==> config.mk <==
export PLATFORM = sky130hd
export DESIGN_NAME = csb_channel_status_buffer
export DESIGN_NICKNAME = d
export VERILOG_FILES = /design/src/csb_pkg.sv /design/src/csb_fifo2.sv /design/src/csb_mem.sv /design/src/csb_channel_status_buffer.sv
export SDC_FILE = /design/constraint.sdc
export NUM_CORES = 1
export LEC_CHECK = 0
export ABC_AREA = 1
export BUFFER_PORTS_ARGS = -buffer_cell sky130_fd_sc_hd__buf_2
export CORE_ASPECT_RATIO = 1.4
export CORE_MARGIN = 2
export CORE_UTILIZATION = 50
export CTS_BUF_LIST = sky130_fd_sc_hd__clkbuf_16
export CTS_CLUSTER_DIAMETER = 120
export DETAILED_ROUTE_END_ITERATION = 10
export PLACE_DENSITY = 0.68
export SYNTH_ARGS = -nofsm -noshare
export SYNTH_HDL_FRONTEND = slang
export SYNTH_HIERARCHICAL = 1
export SYNTH_SLANG_ARGS = --single-unit
==> constraint.sdc <==
create_clock -name i_sys_clk -period 2.35 [get_ports i_sys_clk]
set_input_delay 0 -clock i_sys_clk [delete_from_list [all_inputs] [get_ports i_sys_clk]]
set_output_delay 0 -clock i_sys_clk [all_outputs]
set_load 0.1 [all_outputs]
==> src/csb_pkg.sv <==
package csb_pkg;
  localparam int unsigned CLK_PERIOD_NS = 25;
  localparam int unsigned SETUP_TIME_NS = 4000;
  localparam int unsigned SETUP_CYCLES = (SETUP_TIME_NS + CLK_PERIOD_NS - 1) / CLK_PERIOD_NS;
  localparam int unsigned CNT_W = 8;

  localparam int unsigned CS_BYTES_PER_CHAN = 5;
  localparam int unsigned CS_BYTES = 10;
  localparam int unsigned CS_BITS_PER_CHAN = 40;
  localparam int unsigned BIT_IDX_W = 6;

  localparam logic [7:0] ADDR_RX_DATA_CTRL = 8'h04;
  localparam logic [7:0] ADDR_IRQ_ENABLE = 8'h10;
  localparam logic [7:0] ADDR_RX_STATUS = 8'h16;
  localparam logic [7:0] ADDR_CS_FIRST = 8'h23;
  localparam logic [7:0] ADDR_CS_LAST = 8'h2c;
  localparam logic [7:0] ADDR_BURST_INFO0 = 8'h2d;
  localparam logic [7:0] ADDR_BURST_INFO1 = 8'h2e;
  localparam logic [7:0] ADDR_BURST_LEN0 = 8'h2f;
  localparam logic [7:0] ADDR_BURST_LEN1 = 8'h30;

  localparam int unsigned INHIBIT_BIT = 2;
  localparam int unsigned XFER_IRQ_EN_BIT = 0;
  localparam int unsigned UPDATE_ON_ERR_BIT = 7;
  localparam int unsigned RATE_LSB = 5;
  localparam int unsigned LOCK_BIT = 4;

  localparam logic [7:0] RX_DATA_CTRL_RESET = 8'h00;
  localparam logic [7:0] IRQ_ENABLE_RESET = 8'h00;
  localparam logic UPDATE_ON_ERR_RESET = 1'b0;
  localparam logic [1:0] RATE_RESET = 2'h0;
endpackage

==> src/csb_fifo2.sv <==
module csb_fifo2 #(
  parameter int unsigned WIDTH = 1
) (
  input wire logic i_sys_clk,
  input wire logic i_rstn,
  input wire logic i_in_valid,
  output logic o_in_ready,
  input wire logic [WIDTH-1:0] i_in_data,
  output logic o_out_valid,
  input wire logic i_out_ready,
  output logic [WIDTH-1:0] o_out_data
);
  logic [1:0][WIDTH-1:0] mem_q;
  logic [1:0] cnt_q;
  logic [1:0] cnt_d;
  logic wr_ptr_q;
  logic rd_ptr_q;
  wire push = i_in_valid && o_in_ready;
  wire pop = o_out_valid && i_out_ready;

  assign o_in_ready = (cnt_q != 2'h2);
  assign o_out_valid = (cnt_q != 2'h0);
  assign o_out_data = mem_q[rd_ptr_q];
  assign cnt_d = cnt_q + {1'b0, push} - {1'b0, pop};

  always_ff @(posedge i_sys_clk or negedge i_rstn)
  begin
    if (!i_rstn)
    begin
      mem_q <= '0;
      cnt_q <= 2'h0;
      wr_ptr_q <= 1'b0;
      rd_ptr_q <= 1'b0;
    end
    else
    begin
      if (push)
      begin
        mem_q[wr_ptr_q] <= i_in_data;
        wr_ptr_q <= ~wr_ptr_q;
      end
      if (pop)
      begin
        rd_ptr_q <= ~rd_ptr_q;
      end
      cnt_q <= cnt_d;
    end
  end
endmodule

==> src/csb_mem.sv <==
module csb_mem #(
  parameter int unsigned WORDS = 10,
  parameter int unsigned AW = 4
) (
  input wire logic i_sys_clk,
  input wire logic i_rstn,
  input wire logic i_load,
  input wire logic [WORDS-1:0][7:0] i_load_data,
  input wire logic [AW-1:0] i_rd_addr,
  output logic [7:0] o_rd_data
);
  logic [WORDS-1:0][7:0] mem_q;

  // The whole block is loaded in one edge so a host read never sees a half-copied block.
  always_ff @(posedge i_sys_clk or negedge i_rstn)
  begin
    if (!i_rstn)
    begin
      mem_q <= '0;
      o_rd_data <= 8'h00;
    end
    else
    begin
      if (i_load)
      begin
        mem_q <= i_load_data;
      end
      o_rd_data <= (i_rd_addr < AW'(WORDS)) ? mem_q[i_rd_addr] : 8'h00;
    end
  end
endmodule

==> src/csb_channel_status_buffer.sv <==
module csb_channel_status_buffer #(
  parameter int unsigned SETUP_CYCLES = csb_pkg::SETUP_CYCLES
) (
  input wire logic i_sys_clk,
  input wire logic i_rstn,
  input wire logic i_master_slave_strap_pin,
  input wire logic i_output_format_strap_pin,
  input wire logic i_cs_valid,
  output logic o_cs_ready,
  input wire logic i_cs_bit,
  input wire logic i_cs_chan_b,
  input wire logic i_block_start,
  input wire logic i_pll_lock,
  input wire logic i_err_biphase,
  input wire logic i_err_confidence,
  input wire logic i_err_parity,
  input wire logic i_err_crc,
  input wire logic [1:0] i_received_rate_field,
  input wire logic i_burst_valid,
  input wire logic [15:0] i_burst_info_word,
  input wire logic [15:0] i_burst_length_word,
  input wire logic i_output_frame_clock,
  input wire logic [7:0] i_reg_addr,
  input wire logic i_reg_wr,
  input wire logic [7:0] i_reg_wdata,
  input wire logic i_reg_rd,
  output logic [7:0] o_reg_rdata,
  output logic o_reg_rvalid,
  output logic o_running,
  output logic o_mode_master,
  output logic o_mode_format,
  output logic o_general_output_pin,
  output logic o_general_output_pin_oe,
  output logic o_xfer_irq,
  output logic [1:0] o_received_rate_field
);
  typedef enum logic [1:0] {CSB_ST_SENSE, CSB_ST_SETUP, CSB_ST_RUN} csb_state_t;

  localparam logic [csb_pkg::CNT_W-1:0] SETUP_LAST = csb_pkg::CNT_W'(SETUP_CYCLES - 1);

  csb_state_t state_q;
  csb_state_t state_d;
  logic [csb_pkg::CNT_W-1:0] cnt_q;
  logic mode_master_q;
  logic mode_format_q;

  // Start-up: straps are caught by a clocked process after release, never by the reset.
  always_comb
  begin
    state_d = state_q;
    unique case (state_q)
      CSB_ST_SENSE: state_d = CSB_ST_SETUP;
      CSB_ST_SETUP: state_d = (cnt_q == SETUP_LAST) ? CSB_ST_RUN : CSB_ST_SETUP;
      CSB_ST_RUN: state_d = CSB_ST_RUN;
      default: state_d = CSB_ST_SENSE;
    endcase
  end

  always_ff @(posedge i_sys_clk or negedge i_rstn)
  begin
    if (!i_rstn)
    begin
      state_q <= CSB_ST_SENSE;
      cnt_q <= '0;
      mode_master_q <= 1'b0;
      mode_format_q <= 1'b0;
    end
    else
    begin
      state_q <= state_d;
      if (state_q == CSB_ST_SENSE)
      begin
        mode_master_q <= i_master_slave_strap_pin;
        mode_format_q <= i_output_format_strap_pin;
      end
      if (state_q == CSB_ST_SETUP)
      begin
        cnt_q <= cnt_q + 1'b1;
      end
    end
  end

  wire running = (state_q == CSB_ST_RUN);
  assign o_running = running;
  assign o_mode_master = mode_master_q;
  assign o_mode_format = mode_format_q;

  logic [7:0] rx_data_ctrl_q;
  logic [7:0] irq_enable_q;
  logic update_on_err_q;
  wire wr_ctrl = i_reg_wr && (i_reg_addr == csb_pkg::ADDR_RX_DATA_CTRL);
  wire wr_irq = i_reg_wr && (i_reg_addr == csb_pkg::ADDR_IRQ_ENABLE);
  wire wr_status = i_reg_wr && (i_reg_addr == csb_pkg::ADDR_RX_STATUS);
  wire inhibit = rx_data_ctrl_q[csb_pkg::INHIBIT_BIT];
  wire xfer_irq_en = irq_enable_q[csb_pkg::XFER_IRQ_EN_BIT];

  always_ff @(posedge i_sys_clk or negedge i_rstn)
  begin
    if (!i_rstn)
    begin
      rx_data_ctrl_q <= csb_pkg::RX_DATA_CTRL_RESET;
      irq_enable_q <= csb_pkg::IRQ_ENABLE_RESET;
      update_on_err_q <= csb_pkg::UPDATE_ON_ERR_RESET;
    end
    else
    begin
      if (wr_ctrl)
      begin
        rx_data_ctrl_q <= i_reg_wdata;
      end
      if (wr_irq)
      begin
        irq_enable_q <= i_reg_wdata;
      end
      if (wr_status)
      begin
        update_on_err_q <= i_reg_wdata[csb_pkg::UPDATE_ON_ERR_BIT];
      end
    end
  end

  // Staging buffer fed by the receiver, one bit counter per channel.
  logic [csb_pkg::CS_BYTES-1:0][7:0] stage_q;
  logic [csb_pkg::BIT_IDX_W-1:0] idx_a_q;
  logic [csb_pkg::BIT_IDX_W-1:0] idx_b_q;
  logic [3:0] blk_err_q;
  wire cs_take = i_cs_valid && o_cs_ready;
  wire [csb_pkg::BIT_IDX_W-1:0] cur_idx = i_cs_chan_b ? idx_b_q : idx_a_q;
  wire in_window = (cur_idx < csb_pkg::BIT_IDX_W'(csb_pkg::CS_BITS_PER_CHAN));
  wire [3:0] byte_sel = 4'(cur_idx[5:3]) + (i_cs_chan_b ? 4'(csb_pkg::CS_BYTES_PER_CHAN) : 4'h0);
  wire [2:0] bit_sel = 3'h7 - cur_idx[2:0];
  wire [3:0] err_now = {i_err_crc, i_err_biphase, i_err_confidence, i_err_parity};
  wire blk_err_any = |blk_err_q;

  always_ff @(posedge i_sys_clk or negedge i_rstn)
  begin
    if (!i_rstn)
    begin
      stage_q <= '0;
      idx_a_q <= '0;
      idx_b_q <= '0;
      blk_err_q <= 4'h0;
    end
    else if (running)
    begin
      if (i_block_start)
      begin
        idx_a_q <= '0;
        idx_b_q <= '0;
        // An error seen on the boundary edge belongs to the new block and is not lost.
        blk_err_q <= err_now;
      end
      else
      begin
        blk_err_q <= blk_err_q | err_now;
        if (cs_take && in_window)
        begin
          stage_q[byte_sel][bit_sel] <= i_cs_bit;
          if (i_cs_chan_b)
          begin
            idx_b_q <= idx_b_q + 1'b1;
          end
          else
          begin
            idx_a_q <= idx_a_q + 1'b1;
          end
        end
      end
    end
  end

  // Copy decision made once per block boundary, so transfers are at least one block apart.
  wire err_blocks = update_on_err_q && blk_err_any;
  wire xfer = running && i_block_start && i_pll_lock && !err_blocks && !inhibit;
  wire rate_refresh = running && i_block_start && !err_blocks;

  logic [1:0] rate_q;
  logic xfer_irq_q;
  always_ff @(posedge i_sys_clk or negedge i_rstn)
  begin
    if (!i_rstn)
    begin
      rate_q <= csb_pkg::RATE_RESET;
      xfer_irq_q <= 1'b0;
    end
    else
    begin
      if (rate_refresh)
      begin
        rate_q <= i_received_rate_field;
      end
      xfer_irq_q <= xfer && xfer_irq_en;
    end
  end
  assign o_received_rate_field = rate_q;
  assign o_xfer_irq = xfer_irq_q;

  wire cs_sel = (i_reg_addr >= csb_pkg::ADDR_CS_FIRST) && (i_reg_addr <= csb_pkg::ADDR_CS_LAST);
  wire [7:0] cs_offset = i_reg_addr - csb_pkg::ADDR_CS_FIRST;
  logic [7:0] mem_rdata;

  csb_mem #(
    .WORDS(csb_pkg::CS_BYTES),
    .AW(4)
  ) u_visible (
    .i_sys_clk(i_sys_clk),
    .i_rstn(i_rstn),
    .i_load(xfer),
    .i_load_data(stage_q),
    .i_rd_addr(cs_offset[3:0]),
    .o_rd_data(mem_rdata)
  );

  logic [15:0] burst_info_q;
  logic [15:0] burst_len_q;
  always_ff @(posedge i_sys_clk or negedge i_rstn)
  begin
    if (!i_rstn)
    begin
      burst_info_q <= 16'h0000;
      burst_len_q <= 16'h0000;
    end
    else if (running && i_burst_valid)
    begin
      burst_info_q <= i_burst_info_word;
      burst_len_q <= i_burst_length_word;
    end
  end

  // Register reads answer one cycle after the strobe; unmapped offsets read zero.
  wire [7:0] status_byte = {update_on_err_q, rate_q, i_pll_lock, blk_err_q};
  wire [7:0] direct_rdata =
    (i_reg_addr == csb_pkg::ADDR_RX_DATA_CTRL) ? rx_data_ctrl_q :
    (i_reg_addr == csb_pkg::ADDR_IRQ_ENABLE) ? irq_enable_q :
    (i_reg_addr == csb_pkg::ADDR_RX_STATUS) ? status_byte :
    (i_reg_addr == csb_pkg::ADDR_BURST_INFO0) ? burst_info_q[7:0] :
    (i_reg_addr == csb_pkg::ADDR_BURST_INFO1) ? burst_info_q[15:8] :
    (i_reg_addr == csb_pkg::ADDR_BURST_LEN0) ? burst_len_q[7:0] :
    (i_reg_addr == csb_pkg::ADDR_BURST_LEN1) ? burst_len_q[15:8] : 8'h00;

  logic rvalid_q;
  logic rd_from_mem_q;
  logic [7:0] direct_q;
  always_ff @(posedge i_sys_clk or negedge i_rstn)
  begin
    if (!i_rstn)
    begin
      rvalid_q <= 1'b0;
      rd_from_mem_q <= 1'b0;
      direct_q <= 8'h00;
    end
    else
    begin
      rvalid_q <= i_reg_rd;
      rd_from_mem_q <= cs_sel;
      direct_q <= direct_rdata;
    end
  end
  assign o_reg_rvalid = rvalid_q;
  assign o_reg_rdata = rd_from_mem_q ? mem_rdata : direct_q;

  // Serial C output: each frame clock edge presents the next buffered bit.
  logic frame_q;
  logic gpo_q;
  logic fifo_valid;
  logic fifo_bit;
  logic fifo_in_ready;
  wire frame_edge = running && (i_output_frame_clock != frame_q);

  csb_fifo2 #(
    .WIDTH(1)
  ) u_cbuf (
    .i_sys_clk(i_sys_clk),
    .i_rstn(i_rstn),
    .i_in_valid(i_cs_valid && running),
    .o_in_ready(fifo_in_ready),
    .i_in_data(i_cs_bit),
    .o_out_valid(fifo_valid),
    .i_out_ready(frame_edge),
    .o_out_data(fifo_bit)
  );
  // The empty buffer would report room during reset, so ready is held off until running.
  assign o_cs_ready = running && fifo_in_ready;

  always_ff @(posedge i_sys_clk or negedge i_rstn)
  begin
    if (!i_rstn)
    begin
      frame_q <= 1'b0;
      gpo_q <= 1'b0;
    end
    else
    begin
      frame_q <= i_output_frame_clock;
      if (frame_edge && fifo_valid)
      begin
        gpo_q <= fifo_bit;
      end
    end
  end
  assign o_general_output_pin = gpo_q;
  assign o_general_output_pin_oe = running;
endmodule

After elaboration in Yosys (flattened, before gate mapping)
Cells that the tools add are included.
- register bits after elaboration: 266
- bits of input ports: 67
- output and inout bits: 18
- word-level logic and storage cells: 146
- add/sub/neg operators: 8
- magnitude comparators: 12
- equal/unequal tests: 13
- multiplexer cells: 32
- bitwise operators: 4
- reductions and logical operators: 32
- operators by type and width (cell ; count):
    2-to-1 mux 8 bit ; 11
    bitwise mux 80 bit ; 1
    2-to-1 mux 6 bit ; 7
    binary-select mux 8 bit (select 4 bit) ; 1
    demux 8 bit (select 4 bit) ; 1
    equality test 8 x 6 -> 1 bit (second input constant) ; 4
    logical AND 1 bit ; 22
    equality test 8 x 5 -> 1 bit (second input constant) ; 2
    adder 6 x 1 -> 6 bit (second input constant) ; 2
    < comparator 4 x 5 -> 1 bit (second input constant) ; 2
    AND reduction 3 bit ; 3
    adder 8 x 1 -> 8 bit (second input constant) ; 1
    equality test 8 x 3 -> 1 bit (second input constant) ; 1
    equality test 8 bit (second input constant) ; 1
    >= comparator 8 x 6 -> 1 bit (second input constant) ; 1
    less-or-equal comparator 8 x 6 -> 1 bit (second input constant) ; 1
    < comparator 6 bit (second input constant) ; 1
    case mux 2 bit (3 select lines) ; 1
    nonzero test 2 bit ; 3
    adder 3 x 3 -> 4 bit ; 1
    >= comparator 4 x 1 -> 1 bit (second input constant) ; 1
    < comparator 1 x 2 -> 1 bit (second input constant) ; 2
    < comparator 3 x 4 -> 1 bit (second input constant) ; 1
    < comparator 4 bit (second input constant) ; 1
    other kinds (23) ; 29

Depth between registers and ports, before layout
- depth in word-level cells: 9
- mapped depth: 14
- mapped depth without buffers: 14

By module
The synthesis kept the hierarchy.
- by module, submodules not included (module ; instances ; cells each ; area an instance (sq um) ; sequential area each (sq um)):
    csb_channel_status_buffer ; 1 ; 1036 ; 8525.7 ; 4304.1
    csb_mem ; 1 ; 471 ; 4060.1 ; 2202.1
    csb_fifo2 ; 1 ; 43 ; 319.1 ; 150.1

Least setup slack after synthesis
Ideal clock, no wire load.
- path kind: register to register
- from: reg state_q[0]
- to: reg u_visible/mem_q[11] in the netlist's numbering
- library setup time: 0.125 ns
- arrival: 2.026 ns
- required time: 2.225 ns
- setup slack: 0.199 ns
- stages on the path, launching flop included: 9
- buffers on the path: 2
- clock period less this slack: 2.151 ns
- path through: dfrtp_1 -> inv_1 -> nand2_1 -> nor2_1 -> nand2_1 -> nor3b_1 -> buf_6 -> buf_6 -> mux2_2
- longest elaborated chain between the ends: 5
- ends and longest elaborated chain (element ; line ; RTL):
    start: declaration ; csb_channel_status_buffer.sv:41 ; csb_state_t state_q;
    start signal: assignment ; csb_channel_status_buffer.sv:70 ; state_q <= state_d;
    equality test 2 bit ; csb_channel_status_buffer.sv:83 ; wire running = (state_q == CSB_ST_RUN);
    logical AND 1 bit (4 in series) ; csb_channel_status_buffer.sv:174 ; wire xfer = running && i_block_start && i_pll_lock && !err_blocks && !inhibit;
    net xfer ; csb_channel_status_buffer.sv:174 ;
    end signal: assignment ; csb_mem.sv:26 ; mem_q <= i_load_data;
    end: declaration ; csb_mem.sv:12 ; logic [WORDS-1:0][7:0] mem_q;
The timed path passes the listed nets, and every way through them passes these cells.
A chain may end at the register's enable or synchronous reset.

Worst setup path after layout
- from: reg blk_err_q[0]
- to: reg u_visible/mem_q[79] in the netlist's numbering
- longest elaborated chain between the ends: 5
- ends and longest elaborated chain (element ; line ; RTL):
    start: declaration ; csb_channel_status_buffer.sv:126 ; logic [3:0] blk_err_q;
    start signal: assignment ; csb_channel_status_buffer.sv:151 ; blk_err_q <= err_now;
    start signal: assignment ; csb_channel_status_buffer.sv:155 ; blk_err_q <= blk_err_q | err_now;
    OR reduction 4 bit ; csb_channel_status_buffer.sv:133 ; wire blk_err_any = |blk_err_q;
    logical AND 1 bit ; csb_channel_status_buffer.sv:173 ; wire err_blocks = update_on_err_q && blk_err_any;
    zero test 1 bit ; csb_channel_status_buffer.sv:174 ;
    logical AND 1 bit (2 in series) ; csb_channel_status_buffer.sv:174 ;
    net xfer ; csb_channel_status_buffer.sv:174 ;
The timed path passes the listed nets, and every way through them passes these cells.

==> flow_summary.ini <==
[floorplan]
fp.dieW_um = 140
die-area_mm2 = 0.0271
chipHeight_um = 194
boundaryPins = 85
placementRows = 69
design.core.area_mm2 = 0.0254
start_util = 0.508

[grt]
first_global_vias = 10642
grt_overflow = 0
track_usage = 0.236
global_route_wire_length_before_repair_mm = 52.7
antenna_found_initial = 0
maximum_number_of_pins_on_one_net_before_global_route_repair = 82

[worst_setup_path]
critical_path.startpoint_type = flop
worst-r2r-cell-count = 8
worst_ep_arrival_time_ns = 2.63
cp.required_ns = 2.78
critPathSlowestCell = sky130_fd_sc_hd__dfrtp_1
timing.setup.critical_path_class = reg -> reg
path_max_fanout = 19
endpoint_kind = flop
crit_chain = inv_1 -> nand3_1 -> o21ai_0 -> nand2_1 -> nor3b_4 -> buf_4 -> buf_6 -> mux2_2
critical_path.max_stage_delay_ns = 0.37

[yosys]
synthDistinctLibCells = 41
netlist.area_leader.share = 0.516
synth_compound_area_frac = 0.0552
yosysWarningCount = 6
post_synth_fa_ha_maj_area_fraction = 0.00873
net_count_after_synthesis = 1626
synth-edff-count = 0
yosys-top-cells-area = sky130_fd_sc_hd__dfrtp_1, sky130_fd_sc_hd__nand2_1, sky130_fd_sc_hd__nand3_1
combinational_family_with_the_most_area_after_synthesis = simple AND/OR/NAND/NOR gates
synthesis.area_per_instance_um2 = 8.33
yosys-top-cells-count = sky130_fd_sc_hd__nand2_1, sky130_fd_sc_hd__dfrtp_1, sky130_fd_sc_hd__nand3_1, sky130_fd_sc_hd__inv_1, sky130_fd_sc_hd__o21ai_0
post_synth_xor_xnor_area = 0.0122
synthSimpleGateAreaFrac = 0.283
synth_top_cell_by_area = sky130_fd_sc_hd__dfrtp_1
syn_inst_count = 1550
dominant_synthesized_flop_cell = sky130_fd_sc_hd__dfrtp_1
synth_seq_area_share = 0.516
post_synth_instance_area_mm2 = 0.0129
synth_most_common_cell = sky130_fd_sc_hd__nand2_1
ys_ff_latch = 266
async_flop_share = 1.00
share_of_cell_area_taken_by_muxes_after_synthesis = 0.0541

[clocking]
cts-buffers-inserted = 28
clock_insertion_delay_worst_skew_ns = 0.54
htreeDepth = 1
clockRootBuffer = sky130_fd_sc_hd__clkbuf_16
cts_max_path_buffers = 3
tritoncts = built
worst_setup_hold_path_clk_slew_ns = 0.06
clkSinkCount = 266

[run]
max_capacitance_violation_total = 0

[timing]
report.final.hold_viol_count = 0
achievable-frequency_ghz = 0.454
fin_tns_setup_ns = 0
period_share = 0.938
unrepaired_setup_endpoints_after_global_routing = no
clock-skew-final_ns = 0.00900
worst_hold_slack_ns = 0.00532
timing.final.setup_violations = 0
final_max_slew_viol_count = 0
fin_crit_ns = 2.20
max_slew.worst_pin.slew_ns = 0.679
max-slew-margin-rel = 0.547

[detailed_routing]
post_drt_wl_per_cell_um = 15.9
detailedRoute.firstPassIterationCount = 6
drt-total-wl_mm = 32.5
detailedRoute.firstIterationViolations = 627
antenna_violating_nets_post_route = 0
post_dr_vias_cell = 5.30
via_count = 10799
drc_errors = 0

[placement]
buffer_ports.inserted = 84
detailedPlacementHpwl_mm = 21.0
gpl.final_weighted_congestion = 0.840

[finish]
antenna_cells_inserted = 0
fill_cells = 2171
synth_to_layout_area_growth_pct = 17.7
share_of_cells_above_drive_strength_1 = 0.153
final_net_count = 1774

[status]
status = complete, no violations

[power]
p_leak_nw = 7.70
power_density_mw_per_mm2 = 636
vdd_ir_drop_max_uv = 674

[hold_path]
hold_path_class = in -> reg
holdPathStages = 6
## area by class of cell
type | count | area (µm²) | share of cell area
sequential | 266 | 6660 | 0.438
timing repair buffer | 181 | 1400 | 0.0921
multi-input combinational | 1083 | 5340 | 0.352
tap | 319 | 399 | 0.0263
clock buffer | 29 | 726 | 0.0478
clock inverter | 23 | 146 | 0.00964
inverter | 138 | 524 | 0.0345
## power by group
part,total (mW),switching (mW),internal [mW]
Clock,4.19,1.84,2.35
Combinational,0.795,0.546,0.249
Sequential,4.67,0.0361,4.64
Total,9.66,2.42,7.23
## cells in the final DEF (no fill, tap or decap), types with 9 or more instances in the layout
cell type and instances:
sky130_fd_sc_hd__nand2_1 535, sky130_fd_sc_hd__dfrtp_1 266, sky130_fd_sc_hd__nand3_1 159, sky130_fd_sc_hd__inv_1 133, sky130_fd_sc_hd__o21ai_0 117, sky130_fd_sc_hd__nor2_1 98, sky130_fd_sc_hd__buf_2 83, sky130_fd_sc_hd__mux2_2 62
sky130_fd_sc_hd__dlygate4sd3_1 61, sky130_fd_sc_hd__nand4_1 30, sky130_fd_sc_hd__clkbuf_16 30, sky130_fd_sc_hd__buf_4 28, sky130_fd_sc_hd__xnor2_1 9, sky130_fd_sc_hd__xor2_1 9, sky130_fd_sc_hd__ha_1 9
## critical path, delay by kind of cell, from the launching register on
| family | cells | cell delay [ns] |
|---|---|---|
| AOI/OAI and AO/OA | 1 | 0.31 |
| buffers and inverters | 3 | 0.47 |
| DFF | 1 | 0.37 |
| muxes | 1 | 0.35 |
| and+or+nand+nor | 3 | 0.57 |
## final timing paths
kind	from	endpoint	slack [ns]
setup / recovery	blk_err_q[0]$_DFFE_PN0N_	u_visible/mem_q[79]$_DFFE_PN0P_	0.15
min in group asynchronous	i_rstn	burst_len_q[15]$_DFFE_PN0P_	0.04
max in group asynchronous	i_rstn	u_visible/mem_q[54]$_DFFE_PN0P_	1.45
hold / removal	i_reg_addr[1]	u_visible/o_rd_data[3]$_DFF_PN0_	0.005
setup reg to reg	blk_err_q[0]$_DFFE_PN0N_	u_visible/mem_q[79]$_DFFE_PN0P_	0.15
hold reg to reg	stage_q[75]$_DFFE_PN0P_	stage_q[75]$_DFFE_PN0P_	0.47
## metrics by stage
stage          instance area (µm²)  instances  utilization  setup slack [ns]  total power, mW
2_1_floorplan                12900       1550            -             0.199             5.13
3_3_place_gp                 13700       1923        0.538             0.279             5.46
3_5_place_dp                 13700       1923        0.538             0.184             5.47
4_1_cts                      15100       2036        0.597             0.161             9.71
5_1_grt                      15200       2039        0.598          0.000547             9.98
6_report                     15200       2039        0.598             0.147             9.66
## state kept, by name, summed over array words and instances, names as in the netlist, 2 cells and up
signal / cells
u_visible/o_rd_data: 8
cnt_q: 8
idx_a_q: 6
rx_data_ctrl_q: 8
u_cbuf/cnt_q: 2
o_received_rate_field: 2
blk_err_q: 4
u_visible/mem_q: 80
irq_enable_q: 8
burst_len_q: 16
burst_info_q: 16
u_cbuf/mem_q: 2
state_q: 2
direct_q: 8
stage_q: 80
idx_b_q: 6
## what timing repair did
action | 4_1_cts | 5_1_grt
hold buffers | 61 | 0
setup buffers | 0 | 1
setup endpoints to repair | 0 | 12
gates resized for setup | 0 | 3
endpoints found under the hold margin | 258 | 0
## routing by layer
metal | part of all wire | track usage | vias up
li1 | - | - | 5270
met1 | 0.41 | 0.290 | 5139
met2 | 0.50 | 0.420 | 313
met3 | 0.055 | 0.0321 | 77
met4 | 0.040 | 0.0933 | 0
met5 | 0 | 0 | -
## logic make-up after synthesis
group | Yosys count
AOI/OAI and AO/OA | 136
muxes | 62
DFF | 266
adders and majority gates | 9
xor gates and xnor gates | 18
buffers and inverters | 201
and+or+nand+nor | 858
No activity file was read; power rests on OpenSTA's default activity.
